<file path="src/rtl/mac_filter_pkg.sv">
/*
  constants shared by the receive acceptance filter and transmit outcome block:
  register indices, field positions, reset values, identifier bits, timing counts.
  assumes a 20 MHz system clock and a 10 Mb/s medium (one bit time = two cycles).
*/
// Notes on behaviour
// - low six bits of the receive control, transmit enable and outcome registers always read their fixed identifier code.
// - a frame is accepted only if its destination passes an enabled address criterion.
// - hashed-station enable accepts individual destinations that hit the hash filter.
// - any-address enable passes every destination through the address filter.
// - good-frame enable accepts correct-check frames of 64 to 1518 bytes.
// - group-hashed enable accepts multicast destinations that hit the hash filter.
// - station-match enable accepts destinations equal to the six-byte station address.
// - all-ones enable accepts destinations that are 48 bits of ones.
// - bad-check enable accepts qualified frames with check errors, else discarded.
// - short-frame enable accepts qualified frames under 64 bytes; under 8 always dropped.
// - long-frame enable accepts qualified frames over 1518, truncated; else discarded.
// - receive control resets to 0x0005 unless a configuration load supplies another value.
// - each transmit enable bit gates the interrupt of its matching event.
// - on the attachment port, missing carrier at preamble end flags carrier loss.
// - on the attachment port, no collision within 64 bit times after end flags heartbeat.
// - success flag set only if fully sent with overlong, late, sixteen clear.
// - collision after 512 bit times forces bad check, ends sending, flags late.
// - sending beyond 26 ms is cut off and flagged overlong.
// - collision count of the last packet sits in bits E down to B.
// - sixteenth normal collision abandons the packet and sets the sixteen flag.
// - reading the outcome register clears its event bits; reset value 0x0008.
// - interrupt enable register resets to 0x0007 unless a configuration load overrides.
package mac_filter_pkg;
  // register indices; byte address is four times the index
  localparam logic [11:0] RX_CTL_IDX   = 12'h104;
  localparam logic [11:0] TX_EN_IDX    = 12'h106;
  localparam logic [11:0] TX_OUT_IDX   = 12'h128;
  localparam logic [11:0] STA_ADR0_IDX = 12'h158;
  localparam logic [11:0] STA_ADR1_IDX = 12'h15A;
  localparam logic [11:0] STA_ADR2_IDX = 12'h15C;
  localparam int          ADDR_SHIFT   = 2;
  // identifier codes and reset values
  localparam logic [5:0]  RX_CTL_ID    = 6'h05;
  localparam logic [5:0]  TX_EN_ID     = 6'h07;
  localparam logic [5:0]  TX_OUT_ID    = 6'h08;
  localparam logic [9:0]  RX_CTL_RST   = 10'h000;
  localparam logic [9:0]  TX_EN_RST    = 10'h000;
  localparam int          ID_W         = 6;
  // receive control bit positions
  localparam int B_HASH_STA = 6;
  localparam int B_ANY      = 7;
  localparam int B_GOOD     = 8;
  localparam int B_GROUP    = 9;
  localparam int B_STATION  = 10;
  localparam int B_ONES     = 11;
  localparam int B_BADCHK   = 12;
  localparam int B_SHORT    = 13;
  localparam int B_LONG     = 14;
  // transmit enable and outcome bit positions
  localparam int B_CARRIER  = 6;
  localparam int B_HEART    = 7;
  localparam int B_SUCCESS  = 8;
  localparam int B_LATE     = 9;
  localparam int B_OVERLONG = 10;
  localparam int B_ANYCOLL  = 11;
  localparam int B_CNT_LO   = 11;
  localparam int B_CNT_HI   = 14;
  localparam int B_MAXCOLL  = 15;
  // frame length limits in bytes, all-ones address and group bit position
  localparam logic [15:0] LEN_MIN_GOOD = 16'd64;
  localparam logic [15:0] LEN_MAX_GOOD = 16'd1518;
  localparam logic [15:0] LEN_FLOOR    = 16'd8;
  localparam logic [47:0] ALL_ONES     = 48'hFFFF_FFFF_FFFF;
  localparam int          GROUP_BIT    = 40;
  // timing, collision limit and transmit states
  localparam int CLK_HZ       = 20_000_000;
  localparam int BIT_HZ       = 10_000_000;
  localparam int BIT_CYCLES   = CLK_HZ / BIT_HZ;
  localparam int LATE_BITS    = 512;
  localparam int SQE_BITS     = 64;
  localparam int JABBER_US    = 26_000;
  localparam int LATE_CYCLES  = LATE_BITS * BIT_CYCLES;
  localparam int SQE_CYCLES   = SQE_BITS * BIT_CYCLES;
  localparam int JABBER_CYC   = JABBER_US * (CLK_HZ / 1_000_000);
  localparam logic [4:0] MAX_COLL = 5'd16;
  typedef enum logic [1:0] {TX_IDLE, TX_SEND, TX_SQE} tx_state_t;
endpackage

</file>
<file path="src/rtl/mac_rx_filter_tx_status.sv">
/*
  receive acceptance filter, transmit interrupt enables and transmit outcome register
  of a 10 Mb/s mac, with an apb slave for the registers.
  assumes receive and transmit engines on the same clock give one-cycle pulses;
  carrier sense and collision come from the transceiver pins and are synchronised here.
*/
`timescale 1ns/1ps
module mac_rx_filter_tx_status
  import mac_filter_pkg::*;
#(
  parameter int unsigned JABBER_CYCLES = JABBER_CYC
) (
  // clock, reset, enable
  input  wire logic        REF_CLK_IN,
  input  wire logic        RST_N_IN,
  input  wire logic        CE_IN,
  // apb slave
  input  wire logic        PSEL_IN,
  input  wire logic        PENABLE_IN,
  input  wire logic        PWRITE_IN,
  input  wire logic [11:0] PADDR_IN,
  input  wire logic [31:0] PWDATA_IN,
  input  wire logic [3:0]  PSTRB_IN,
  output logic      [31:0] PRDATA_OUT,
  output logic             PREADY_OUT,
  output logic             PSLVERR_OUT,
  // configuration load
  input  wire logic        CFG_LOAD_IN,
  input  wire logic [15:0] CFG_RX_CTL_IN,
  input  wire logic [15:0] CFG_TX_EN_IN,
  // receive frame summary
  input  wire logic        RX_DONE_IN,
  input  wire logic [47:0] RX_DEST_IN,
  input  wire logic        RX_HASH_HIT_IN,
  input  wire logic        RX_CHECK_OK_IN,
  input  wire logic [15:0] RX_LENGTH_IN,
  output logic             RX_ACCEPT_OUT,
  output logic             RX_DISCARD_OUT,
  output logic             RX_TRUNCATE_OUT,
  // transmit engine
  input  wire logic        TX_START_IN,
  input  wire logic        TX_FIRST_IN,
  input  wire logic        TX_AUI_IN,
  input  wire logic        TX_PREAMBLE_END_IN,
  input  wire logic        TX_END_IN,
  output logic             TX_ABORT_OUT,
  output logic             TX_FORCE_BAD_CHECK_OUT,
  output logic             TX_GIVE_UP_OUT,
  output logic             TX_IRQ_OUT,
  // transceiver pins
  input  wire logic        CARRIER_SENSE_IN,
  input  wire logic        COLLISION_IN
);

  logic [9:0]  rx_ctl_q;
  logic [9:0]  tx_en_q;
  logic [15:0] sta0_q;
  logic [15:0] sta1_q;
  logic [15:0] sta2_q;
  logic [9:0]  out_q;
  logic        out_dirty_q;
  logic        pready_q;
  logic        pslverr_q;
  logic [31:0] prdata_q;
  logic [1:0]  crs_sync_q;
  logic [1:0]  col_sync_q;
  logic        col_last_q;
  tx_state_t   state_q;
  tx_state_t   state_d;
  logic [10:0] bit_cnt_q;
  logic [19:0] jab_cnt_q;
  logic [7:0]  sqe_cnt_q;
  logic [4:0]  coll_q;
  logic [4:0]  coll_d;
  logic        loss_q;
  logic        aui_q;
  logic        commit;
  logic        ev_ok;
  logic        ev_sqe;
  logic        ev_late;
  logic        ev_jab;
  logic        ev_max;
  logic        abort_now;
  logic        rx_acc_q;
  logic        rx_dis_q;
  logic        rx_trunc_q;
  logic        irq_q;
  logic        abort_q;
  logic        badchk_q;
  logic        giveup_q;

  // byte-lane merge of a 16-bit register
  function automatic logic [15:0] merge16(input logic [15:0] old, input logic [31:0] wd, input logic [3:0] st);
    merge16 = old;
    if (st[0]) begin
      merge16[7:0] = wd[7:0];
    end
    if (st[1]) begin
      merge16[15:8] = wd[15:8];
    end
  endfunction

  // register index from a byte address
  function automatic logic [11:0] reg_index(input logic [11:0] a);
    reg_index = {2'h0, a[11:ADDR_SHIFT]};
  endfunction

  // apb phases
  logic        setup_ph;
  logic        access_done;
  logic [11:0] idx;
  logic        mapped;
  assign setup_ph    = CE_IN & PSEL_IN & ~PENABLE_IN;
  assign access_done = CE_IN & PSEL_IN & PENABLE_IN & pready_q;
  assign idx         = reg_index(PADDR_IN);
  assign mapped      = (PADDR_IN[ADDR_SHIFT-1:0] == 2'h0) &&
                       (idx == RX_CTL_IDX || idx == TX_EN_IDX || idx == TX_OUT_IDX ||
                        idx == STA_ADR0_IDX || idx == STA_ADR1_IDX || idx == STA_ADR2_IDX);

  // read mux; the control, enable and outcome registers carry fixed identifier codes in the low bits
  logic [15:0] rd_word;
  always_comb begin
    rd_word = 16'h0000;
    unique case (1'b1)
      idx == RX_CTL_IDX:   rd_word = {rx_ctl_q, RX_CTL_ID};
      idx == TX_EN_IDX:    rd_word = {tx_en_q, TX_EN_ID};
      idx == TX_OUT_IDX:   rd_word = {out_q, TX_OUT_ID};
      idx == STA_ADR0_IDX: rd_word = sta0_q;
      idx == STA_ADR1_IDX: rd_word = sta1_q;
      idx == STA_ADR2_IDX: rd_word = sta2_q;
      default:             rd_word = 16'h0000;
    endcase
  end

  // apb answer: ready and data are set in the setup cycle, so the access phase has no wait
  always_ff @(posedge REF_CLK_IN or negedge RST_N_IN) begin
    if (!RST_N_IN) begin
      pready_q  <= 1'b0;
      pslverr_q <= 1'b0;
      prdata_q  <= 32'h0000_0000;
    end else if (CE_IN) begin
      pready_q  <= setup_ph;
      pslverr_q <= setup_ph & ~mapped;
      if (setup_ph) begin
        prdata_q <= (mapped && !PWRITE_IN) ? {16'h0000, rd_word} : 32'h0000_0000;
      end
    end
  end

  // merged write words of the two control registers, identifier bits kept in place
  logic [15:0] rx_ctl_wr;
  logic [15:0] tx_en_wr;
  assign rx_ctl_wr = merge16({rx_ctl_q, RX_CTL_ID}, PWDATA_IN, PSTRB_IN);
  assign tx_en_wr  = merge16({tx_en_q, TX_EN_ID}, PWDATA_IN, PSTRB_IN);

  // software writable configuration; a load from the configuration store replaces reset values
  always_ff @(posedge REF_CLK_IN or negedge RST_N_IN) begin
    if (!RST_N_IN) begin
      rx_ctl_q <= RX_CTL_RST;
      tx_en_q  <= TX_EN_RST;
      sta0_q   <= 16'h0000;
      sta1_q   <= 16'h0000;
      sta2_q   <= 16'h0000;
    end else if (CE_IN) begin
      if (CFG_LOAD_IN) begin
        rx_ctl_q <= CFG_RX_CTL_IN[15:ID_W];
        tx_en_q  <= CFG_TX_EN_IN[15:ID_W];
      end else if (access_done && PWRITE_IN && mapped) begin
        if (idx == RX_CTL_IDX) begin
          rx_ctl_q <= rx_ctl_wr[15:ID_W];
        end
        if (idx == TX_EN_IDX) begin
          tx_en_q <= tx_en_wr[15:ID_W];
        end
        if (idx == STA_ADR0_IDX) begin
          sta0_q <= merge16(sta0_q, PWDATA_IN, PSTRB_IN);
        end
        if (idx == STA_ADR1_IDX) begin
          sta1_q <= merge16(sta1_q, PWDATA_IN, PSTRB_IN);
        end
        if (idx == STA_ADR2_IDX) begin
          sta2_q <= merge16(sta2_q, PWDATA_IN, PSTRB_IN);
        end
      end
    end
  end

  // receive acceptance: address qualification, then error and length classes
  logic [47:0] station;
  logic        is_group;
  logic        addr_ok;
  logic        bad_chk;
  logic        is_short;
  logic        is_long;
  logic        frame_ok;
  assign station  = {sta0_q[7:0], sta0_q[15:8], sta1_q[7:0], sta1_q[15:8], sta2_q[7:0], sta2_q[15:8]};
  assign is_group = RX_DEST_IN[GROUP_BIT];
  assign addr_ok  = rx_ctl_q[B_ANY-ID_W] |
                    (rx_ctl_q[B_HASH_STA-ID_W] & ~is_group & RX_HASH_HIT_IN) |
                    (rx_ctl_q[B_GROUP-ID_W] & is_group & RX_HASH_HIT_IN) |
                    (rx_ctl_q[B_STATION-ID_W] & (RX_DEST_IN == station)) |
                    (rx_ctl_q[B_ONES-ID_W] & (RX_DEST_IN == ALL_ONES));
  assign bad_chk  = ~RX_CHECK_OK_IN;
  assign is_short = RX_LENGTH_IN < LEN_MIN_GOOD;
  assign is_long  = RX_LENGTH_IN > LEN_MAX_GOOD;
  assign frame_ok = addr_ok &&
                    (RX_LENGTH_IN >= LEN_FLOOR) &&
                    (!bad_chk || rx_ctl_q[B_BADCHK-ID_W]) &&
                    (!is_short || rx_ctl_q[B_SHORT-ID_W]) &&
                    (!is_long || rx_ctl_q[B_LONG-ID_W]) &&
                    (bad_chk || is_short || is_long || rx_ctl_q[B_GOOD-ID_W]);

  // registered verdict, one pulse per finished frame
  always_ff @(posedge REF_CLK_IN or negedge RST_N_IN) begin
    if (!RST_N_IN) begin
      rx_acc_q   <= 1'b0;
      rx_dis_q   <= 1'b0;
      rx_trunc_q <= 1'b0;
    end else if (CE_IN) begin
      rx_acc_q   <= RX_DONE_IN & frame_ok;
      rx_dis_q   <= RX_DONE_IN & ~frame_ok;
      rx_trunc_q <= RX_DONE_IN & frame_ok & is_long;
    end
  end

  // two-stage synchronisers for the transceiver pins
  always_ff @(posedge REF_CLK_IN or negedge RST_N_IN) begin
    if (!RST_N_IN) begin
      crs_sync_q <= 2'b00;
      col_sync_q <= 2'b00;
      col_last_q <= 1'b0;
    end else if (CE_IN) begin
      crs_sync_q <= {crs_sync_q[0], CARRIER_SENSE_IN};
      col_sync_q <= {col_sync_q[0], COLLISION_IN};
      col_last_q <= col_sync_q[1];
    end
  end

  logic col_rise;
  assign col_rise = col_sync_q[1] & ~col_last_q;

  // transmit supervision: next state and the outcome of the attempt
  always_comb begin
    state_d   = state_q;
    coll_d    = coll_q;
    commit    = 1'b0;
    ev_ok     = 1'b0;
    ev_sqe    = 1'b0;
    ev_late   = 1'b0;
    ev_jab    = 1'b0;
    ev_max    = 1'b0;
    abort_now = 1'b0;
    unique case (state_q)
      TX_IDLE: begin
        if (TX_START_IN) begin
          state_d = TX_SEND;
          coll_d  = TX_FIRST_IN ? 5'd0 : coll_q;
        end
      end
      TX_SEND: begin
        if (col_rise && bit_cnt_q >= LATE_CYCLES[10:0]) begin
          ev_late   = 1'b1;
          abort_now = 1'b1;
          commit    = 1'b1;
          state_d   = TX_IDLE;
        end else if (col_rise) begin
          coll_d  = coll_q + 5'd1;
          ev_max  = (coll_d == MAX_COLL);
          commit  = 1'b1;
          state_d = TX_IDLE;
        end else if (jab_cnt_q >= JABBER_CYCLES[19:0]) begin
          ev_jab    = 1'b1;
          abort_now = 1'b1;
          commit    = 1'b1;
          state_d   = TX_IDLE;
        end else if (TX_END_IN && aui_q) begin
          state_d = TX_SQE;
        end else if (TX_END_IN) begin
          ev_ok   = 1'b1;
          commit  = 1'b1;
          state_d = TX_IDLE;
        end
      end
      TX_SQE: begin
        if (col_sync_q[1]) begin
          ev_ok   = 1'b1;
          commit  = 1'b1;
          state_d = TX_IDLE;
        end else if (sqe_cnt_q >= SQE_CYCLES[7:0]) begin
          ev_ok   = 1'b1;
          ev_sqe  = 1'b1;
          commit  = 1'b1;
          state_d = TX_IDLE;
        end
      end
      default: begin
        state_d = TX_IDLE; // unused code falls back to idle
      end
    endcase
  end

  // attempt counters and sticky carrier-loss note
  always_ff @(posedge REF_CLK_IN or negedge RST_N_IN) begin
    if (!RST_N_IN) begin
      state_q   <= TX_IDLE;
      bit_cnt_q <= 11'd0;
      jab_cnt_q <= 20'd0;
      sqe_cnt_q <= 8'd0;
      coll_q    <= 5'd0;
      loss_q    <= 1'b0;
      aui_q     <= 1'b0;
    end else if (CE_IN) begin
      state_q <= state_d;
      coll_q  <= coll_d;
      if (state_q == TX_IDLE && TX_START_IN) begin
        bit_cnt_q <= 11'd0;
        jab_cnt_q <= 20'd0;
        aui_q     <= TX_AUI_IN;
        loss_q    <= 1'b0;
      end else if (state_q == TX_SEND) begin
        if (bit_cnt_q != 11'h7FF) begin
          bit_cnt_q <= bit_cnt_q + 11'd1;
        end
        jab_cnt_q <= jab_cnt_q + 20'd1;
        if (TX_PREAMBLE_END_IN && aui_q && !crs_sync_q[1]) begin
          loss_q <= 1'b1;
        end
      end
      sqe_cnt_q <= (state_q == TX_SQE) ? sqe_cnt_q + 8'd1 : 8'd0;
    end
  end

  // outcome word of the finished attempt
  logic [9:0] new_out;
  assign new_out = {ev_max, coll_d[3:0], ev_jab, ev_late,
                    ev_ok & ~ev_jab & ~ev_late & ~ev_max,
                    ev_sqe, loss_q};

  // outcome register: a commit wins over the clear of a read
  logic read_out;
  assign read_out = access_done & ~PWRITE_IN & (idx == TX_OUT_IDX) & mapped;
  always_ff @(posedge REF_CLK_IN or negedge RST_N_IN) begin
    if (!RST_N_IN) begin
      out_q       <= 10'h000;
      out_dirty_q <= 1'b0;
    end else if (CE_IN) begin
      if (commit) begin
        out_q <= new_out;
      end else if (read_out && !out_dirty_q) begin
        out_q <= 10'h000;
      end
      if (commit) begin
        out_dirty_q <= 1'b1;
      end else if (setup_ph) begin
        out_dirty_q <= 1'b0;
      end
    end
  end

  // gated interrupt and transmit control pulses
  always_ff @(posedge REF_CLK_IN or negedge RST_N_IN) begin
    if (!RST_N_IN) begin
      irq_q    <= 1'b0;
      abort_q  <= 1'b0;
      badchk_q <= 1'b0;
      giveup_q <= 1'b0;
    end else if (CE_IN) begin
      irq_q    <= commit && ((new_out[B_OVERLONG-ID_W:0] & tx_en_q[B_OVERLONG-ID_W:0]) != 5'h00 ||
                             (new_out[B_MAXCOLL-ID_W] & tx_en_q[B_MAXCOLL-ID_W]) ||
                             (coll_d != 5'd0 && tx_en_q[B_ANYCOLL-ID_W]));
      abort_q  <= abort_now;
      badchk_q <= ev_late;
      giveup_q <= ev_max;
    end
  end

  assign PRDATA_OUT             = prdata_q;
  assign PREADY_OUT             = pready_q;
  assign PSLVERR_OUT            = pslverr_q;
  assign RX_ACCEPT_OUT          = rx_acc_q;
  assign RX_DISCARD_OUT         = rx_dis_q;
  assign RX_TRUNCATE_OUT        = rx_trunc_q;
  assign TX_IRQ_OUT             = irq_q;
  assign TX_ABORT_OUT           = abort_q;
  assign TX_FORCE_BAD_CHECK_OUT = badchk_q;
  assign TX_GIVE_UP_OUT         = giveup_q;
endmodule

</file>
<file path="config.mk">
export PLATFORM = sky130hd
export DESIGN_NAME = mac_rx_filter_tx_status
export DESIGN_NICKNAME = d
export VERILOG_FILES = /design/src/rtl/mac_filter_pkg.sv /design/src/rtl/mac_rx_filter_tx_status.sv
export SDC_FILE = /design/constraint.sdc
export NUM_CORES = 1
export LEC_CHECK = 0
export BUFFER_PORTS_ARGS = -buffer_cell sky130_fd_sc_hd__clkbuf_2
export CAP_MARGIN = 15
export CORE_MARGIN = 8
export CORE_UTILIZATION = 51
export CTS_BUF_LIST = sky130_fd_sc_hd__clkbuf_4
export CTS_CLUSTER_SIZE = 8
export DETAILED_ROUTE_END_ITERATION = 12
export PLACE_DENSITY = 0.79
export REMOVE_ABC_BUFFERS = 1
export SLEW_MARGIN = 20
export SYNTH_ARGS = -nofsm -noshare
export SYNTH_HDL_FRONTEND = slang
export SYNTH_SLANG_ARGS = --single-unit
</file>
<file path="constraint.sdc">
create_clock -name REF_CLK_IN -period 1.93 [get_ports REF_CLK_IN]
set_input_delay 0.0965 -clock REF_CLK_IN [delete_from_list [all_inputs] [get_ports REF_CLK_IN]]
set_output_delay 0.0965 -clock REF_CLK_IN [all_outputs]
set_load 0.02 [all_outputs]
</file>
==> results of run 1 <==
-- kinds of logic after synthesis --
family	after synthesis	synth area share (%)
AO/OA/AOI/OAI	188	15.1
XOR/XNOR	66	6.66
adder cells (fa/ha/maj)	10	1.44
buffers and inverters	77	4.13
flip-flops	157	45.3
multiplexers	79	10.1
other	1	0.0432
AND/OR/NAND/NOR	279	17.2
-- critical path: stages, from the launching register on --
cell     delay, ns
dfrtp_1       0.37
nand4_1       0.13
nor4b_2       0.23
buf_4         0.19
nand2_4       0.08
buf_6         0.14
nor3_4        0.15
buf_12        0.17
mux2i_4       0.28
a21oi_2       0.09
-- synthesized netlist by cell type, types with 8 or more instances --
library cell / number / area, sq um
nor3_1: 8 / 40.0
o21ai_0: 29 / 145
inv_1: 25 / 93.8
a22oi_1: 25 / 188
nand4_1: 29 / 181
dfrtp_1: 157 / 3930
nand3_1: 20 / 100
o22ai_1: 12 / 75.1
a221o_1: 12 / 120
a221oi_1: 12 / 105
nor2_1: 60 / 225
mux2i_1: 14 / 140
nor2b_1: 8 / 50.1
nand2_1: 77 / 289
mux2_2: 64 / 721
buf_4: 16 / 120
xnor2_1: 41 / 359
a21oi_1: 38 / 190
nor4_1: 8 / 50.1
a22o_1: 14 / 123
clkbuf_1: 24 / 90.1
xor2_1: 25 / 219
and3_1: 19 / 119
ha_1: 10 / 125
-- cell type report --
cell class	instances	area (sq um)
multi-input cells	638	4790
well taps	220	275
clock inverters	15	176
flip-flops and latches	157	3930
inverters	27	101
diodes	1	2.50
repair buffers	328	2340
clock buffers	17	128
fillers	1145	4830
-- worst paths after layout --
path	from	endpoint	slack, ns	cells after the start
max reg2reg	PREADY_OUT	rx_ctl_q[4]	-0.03	9
min in group REF_CLK_IN	RX_LENGTH_IN[5]	RX_ACCEPT_OUT	0.04	5
max	PREADY_OUT	rx_ctl_q[4]	-0.03	9
min reg2reg	PRDATA_OUT[4]	PRDATA_OUT[4]	0.50	2
min	RST_N_IN	bit_cnt_q[4]	0.03	3
max in group asynchronous	RST_N_IN	jab_cnt_q[5]	0.47	3
-- metal layers --
| layer | vias up | track usage [%] | routed length [um] |
|---|---|---|---|
| met5 | - | 0 | 0 |
| met4 | 0 | 10.7 | 927 |
| met3 | 66 | 5.87 | 2250 |
| met2 | 400 | 40.6 | 13500 |
| met1 | 4055 | 32.0 | 11600 |
| li1 | 3758 | - | - |
-- registers in the layout (all words and copies together) (netlist names), 2 cells and up --
| signal | flops |
|---|---|
| out_q | 10 |
| col_sync_q | 2 |
| PRDATA_OUT | 16 |
| jab_cnt_q | 20 |
| coll_q | 5 |
| sta1_q | 16 |
| sqe_cnt_q | 8 |
| sta2_q | 16 |
| tx_en_q | 10 |
| crs_sync_q | 2 |
| rx_ctl_q | 10 |
| sta0_q | 16 |
| state_q | 2 |
| bit_cnt_q | 11 |
-- metrics by stage --
step | hold WS [ns] | worst slack [ns] | std cells | total power, W
after floorplan | -0.199 | -0.970 | 822 | 0.00494
after global placement | 0.0611 | -0.200 | 1303 | 0.00602
after detailed placement | 0.0622 | -0.234 | 1303 | 0.00609
after CTS | 0.0107 | -0.0158 | 1393 | 0.00843
after global routing | 0.00752 | -0.134 | 1403 | 0.00899
final | 0.0282 | -0.0252 | 1403 | 0.00858
-- power groups by stage --
stage	Sequential [W]	Clock, W	Combinational [W]
2_1_floorplan	0.00387	0	0.00107
3_3_place_gp	0.00388	0	0.00214
3_5_place_dp	0.00389	0	0.00220
4_1_cts	0.00383	0.00219	0.00241
5_1_grt	0.00388	0.00232	0.00280
6_report	0.00385	0.00216	0.00257
-- timing repair --
action / 4_1_cts / 5_1_grt
pin swaps: 20 / 29
gates cloned: 0 / 1
setup buffers: 7 / 8
resized for setup: 24 / 71
endpoints found under the setup margin: 34 / 93
hold endpoints to repair: 237 / 0
hold buffers: 52 / 0
==> results.md, run 1 <==
* Outcome: finished with violations
* Violated checks: setup timing
* Cell-internal power at 0.00568 W
* Via count at 8279
* Final hold vios at 0
* VDD IR-drop max at 0.475 mV
* FF+latch count, synth at 157
* Slew Viols, Final at 0
* Crit path launch type: register
* Placed cell areas at 10400 sq um
* GRT Util Overall at 25.2%
* Part of the power in combinational logic at 29.9%
* Most frequent cells in the layout: dfrtp_1 (156), clkbuf_2 (154), buf_4 (103)
* Clk Latency, worst-skew pair at 0.59 ns
* Sw frac at 33.7%
* First-pass iteration count of the detailed router at 8
* Post-synthesis sequential area ratio at 45.3%
* Routed wire length at 28300 um
* Hpwl dp at 20300 um
* Fmax at 511 MHz
* Crit Path Max Fanout at 8
* Post-synth EDFFs at 0
* Synth cell types at 76
* Vias per inst at 5.90
* H-tree depth at 4
* GR Overflow Total at 0
* Worst hold path class: in -> async
* TritonCTS clock tree: yes
* Per-cell routed wire length at 20.2 um
* Total negative slack at -0.0502 ns
* P&R area growth vs syn at 35.4%
* CTS sink cnt at 157
* Largest net degree at the start of global routing at 65
* Final Instance Area at 11700 sq um
* Initial DRC count at 642
* Nets@finish at 1340
* Post-Syn Area per Cell at 10.1 sq um
* Row count at 47
* Slew HR at 32.3%
* Die Ht at 146 um
* Fin worst setup slack at -0.0252 ns
* Vias in the first global route at 8489
* Seq pwr share at 44.8%
* Slew @ Worst Pin at 1.01 ns
* Min Tclk post-route at 1.96 ns
* Worst EP required at 2.41 ns
* Final GP Congestion at 0.948
* Pwr Density at 730 nW/um^2
* Full die area at 21400 sq um
* Critical Path End Type: register
* Syn Std Cell Area at 8670 sq um
* Fin crit share at 101%
* Clock root buffer: clkbuf_4
* Async set or reset register ratio after synthesis at 100%
* First-pass GRT wire length at 43700 um
* # Max-Cap Violations at 0
* Sw Pwr at 0.00289 W
* Share of layout cells above drive strength 1 at 37.1%
* Post-route ant nets at 0
* Synth warn at 0
* Core ar. at 16600 sq um
* # DRC at 0
* RSZ-0062 raised after global routing: yes
* Final setup vio count at 5
* Port Buffers at 155
* Max Root-Sink Buffers at 2
* Clock transition at the registers of the reported paths at 0.14 ns
* Skew final at 0.0153 ns
* Synth Flop Type: dfrtp_1
* Clk network pwr share at 25.2%
* Die width at 146 um
* Final Util at 70.8%
* Antenna violations before repair at 1
* Leakage Power at 5.49 nW
* Initial Util at 52.3%
* Commonest non-fill, non-tap cell in the layout: dfrtp_1
* Total clock buffers created by CTS at 17
* Mapped Cells at 857
* CP arrival at 2.43 ns
* Crit Path Category: reg -> reg
* # IOs at 202
Note: power is estimated with default switching activity, not from simulation.
==> inputs of run 2 (changes only) <==
BUFFER_PORTS_ARGS = -buffer_cell sky130_fd_sc_hd__buf_4   (was -buffer_cell sky130_fd_sc_hd__clkbuf_2)
GPL_TIMING_DRIVEN = 0   (was not set)
==> run 2 against run 1 <==
The flow still finishes with violations (setup timing). Clock-buffer cell count up 2. Combinational power decreased by 7%. Fmax is 1.5% lower. Via count shrank 2.9%. Highest routed layer unchanged. Sequential share of layout area rose by 0.61 points.
==> results.md, run 2 (synthesis gave the netlist of run 1 again) <==
* CTS sink cnt at 157 (unchanged)
* Worst hold path class: in -> async
* # IOs at 202 (unchanged)
* Final Instance Area at 11600 sq um (-1.7%)
* Worst hold margin at 0.0339 ns (+0.00577 ns)
* Skew final at 0.0269 ns (+0.0116 ns)
* Cell mode on critical path: buf_4
* VDD IR-drop max at 0.433 mV (-8.7%)
* Final hold vios at 0 (unchanged)
* Slew HR at 46.1% (+14 points)
* Clk Latency, worst-skew pair at 0.59 ns (about the same)
* Crit path launch type: register
* Hpwl dp at 18600 um (-8.5%)
* Largest register FFs at 20 (unchanged)
* First-pass iteration count of the detailed router at 5 (-3)
* GR Overflow Total at 0 (unchanged)
* Register area at 3940 sq um (+0.13%)
* Routed wire length at 27900 um (-1.5%)
* Vias in the first global route at 8142 (-4.1%)
* Fin crit share at 103% (+1.5 points)
* # DRC at 0 (unchanged)
* Fin worst setup slack at -0.0550 ns (-0.0297 ns)
* Commonest non-fill, non-tap cell in the layout: buf_4
* Multi-input logic area at 4890 sq um (+2.0%)
* Die width at 146 um (unchanged)
* Antenna violations before repair at 2 (+1)
* Nets@finish at 1262 (-5.8%)
* Crit Path Category: reg -> reg
* Final Util at 69.7% (-1.2 points)
* Post-route ant nets at 0 (unchanged)
* FILL cells at 1161 (+1.4%)
* Final setup vio count at 25 (+20)
* Critical Path End Type: register
* Worst EP required at 2.41 ns (about the same)
* Crit Path Max Fanout at 7 (-1)
* Slowest-stage cell, CP: dfrtp_1
* Outcome: finished with violations
* Total clock buffers created by CTS at 17 (unchanged)
* GRT Util Overall at 24.7% (-0.47 points)
* # Max-Cap Violations at 0 (unchanged)
* Port Buffers at 155 (unchanged)
* Worst path cell trace: inv_2 > ha_4 > buf_4 > nand3_2 > o22a_1 > o211ai_1 > buf_4 > mux2_2
* Most frequent cells in the layout: buf_4 (185), dfrtp_1 (152), nand2_1 (72)
* TritonCTS clock tree: yes
* Placed cell areas at 9990 sq um (-4.0%)
* Core ar. at 16600 sq um (unchanged)
* Share of layout cells above drive strength 1 at 33.6% (-3.5 points)
* Crit-path max cell delay at 0.42 ns (+0.05 ns)
* Max Root-Sink Buffers at 2 (unchanged)
* Design Power at 0.00816 W (-4.9%)
* Violated checks: setup timing
* Min Tclk post-route at 1.98 ns (+0.0297 ns)
* CP arrival at 2.46 ns (+0.03 ns)
* Initial DRC count at 725 (+13%)
* Pwr Density at 706 nW/um^2 (-3.3%)
* Critical path buffers and inverters at 3 (unchanged)
* Fmax at 504 MHz (-1.5%)
* Per-cell routed wire length at 21.0 um (+4.2%)
* Clock root buffer: clkbuf_4
* Final GP Congestion at 0.965 (+1.7%)
* Die Ht at 146 um (unchanged)
* Slew @ Worst Pin at 0.808 ns (-0.204 ns)
* Crit path max-delay family: buffers and inverters
* Largest Register: jab_cnt_q
* First-pass GRT wire length at 42700 um (-2.4%)
* Clock transition at the registers of the reported paths at 0.13 ns (about the same)
* Row count at 47 (unchanged)
* RSZ-0062 raised after global routing: yes
* Largest net degree at the start of global routing at 88 (+35%)
* Vias per inst at 6.06 (+2.8%)
* Full die area at 21400 sq um (unchanged)
* Leakage Power at 5.20 nW (-5.3%)
* H-tree depth at 4 (unchanged)
* P&R area growth vs syn at 33.2%
* Slew Viols, Final at 0 (unchanged)
* Via count at 8040 (-2.9%)
* Initial Util at 52.3% (unchanged)
* Minimum setup slack after placement at -1.44 ns (-1.20 ns)
-- run 2: cell count changes in the layout (fill, tap and decap cells not counted), sizes merged --
cell / change
bufinv: -1
and3: +1
diode: +1
inv: -7
buf: +75
clkinvlp: +4
clkinv: +2
clkbuf: -152
-- run 2: what timing repair did --
item | in CTS | in global routing
gates resized for setup | 63 | 50
gates cloned | 0 | 1
hold buffers | 51 | 0
hold endpoints to repair | 237 | 0
buffers inserted | 31 | 7
pin swaps | 26 | 24
setup endpoints to repair | 127 | 96
-- run 2: layout make-up --
| type | count | share of cell area [%] |
|---|---|---|
| sequential | 157 | 34.1 |
| clock inverter | 13 | 1.03 |
| multi-input combinational | 639 | 42.3 |
| antenna | 2 | 0.0433 |
| inverter | 27 | 0.888 |
| tap | 220 | 2.38 |
| clock buffer | 19 | 1.23 |
| timing repair buffer | 249 | 18.1 |
-- run 2: per-stage QoR --
stage          setup TNS (ns)  std cells
2_1_floorplan          -23.71        822
3_3_place_gp          -152.36       1197
3_5_place_dp          -103.86       1202
4_1_cts               -0.0163       1316
5_1_grt                 -2.79       1326
6_report               -0.681       1326
-- run 2: final timing paths --
kind	startpoint	to	slack, ns	depth (start not counted)
max in group asynchronous	RST_N_IN	out_q[1]	1.10	3
max reg2reg	state_q[1]	out_q[3]	-0.05	8
min in group REF_CLK_IN	PADDR_IN[3]	PRDATA_OUT[2]	0.04	3
min	RST_N_IN	jab_cnt_q[9]	0.03	2
min reg2reg	out_dirty_q	out_dirty_q	0.50	1
max	state_q[1]	out_q[3]	-0.05	8
-- run 2: where the power goes --
part / internal [W] / leakage [nW] / switching [W]
logic: 0.00113 / 3.00 / 0.00125
clock network: 0.000667 / 0.125 / 0.00124
registers: 0.00358 / 2.08 / 0.000286
-- run 2: layer usage --
| metal | vias up | global-route usage, % | wire length, um |
|---|---|---|---|
| met3 | 73 | 6.00 | 2710 |
| met2 | 462 | 41.1 | 13600 |
| li1 | 3597 | - | - |
| met1 | 3908 | 30.7 | 10800 |
| met4 | 0 | 9.12 | 836 |
| met5 | - | 0 | 0 |
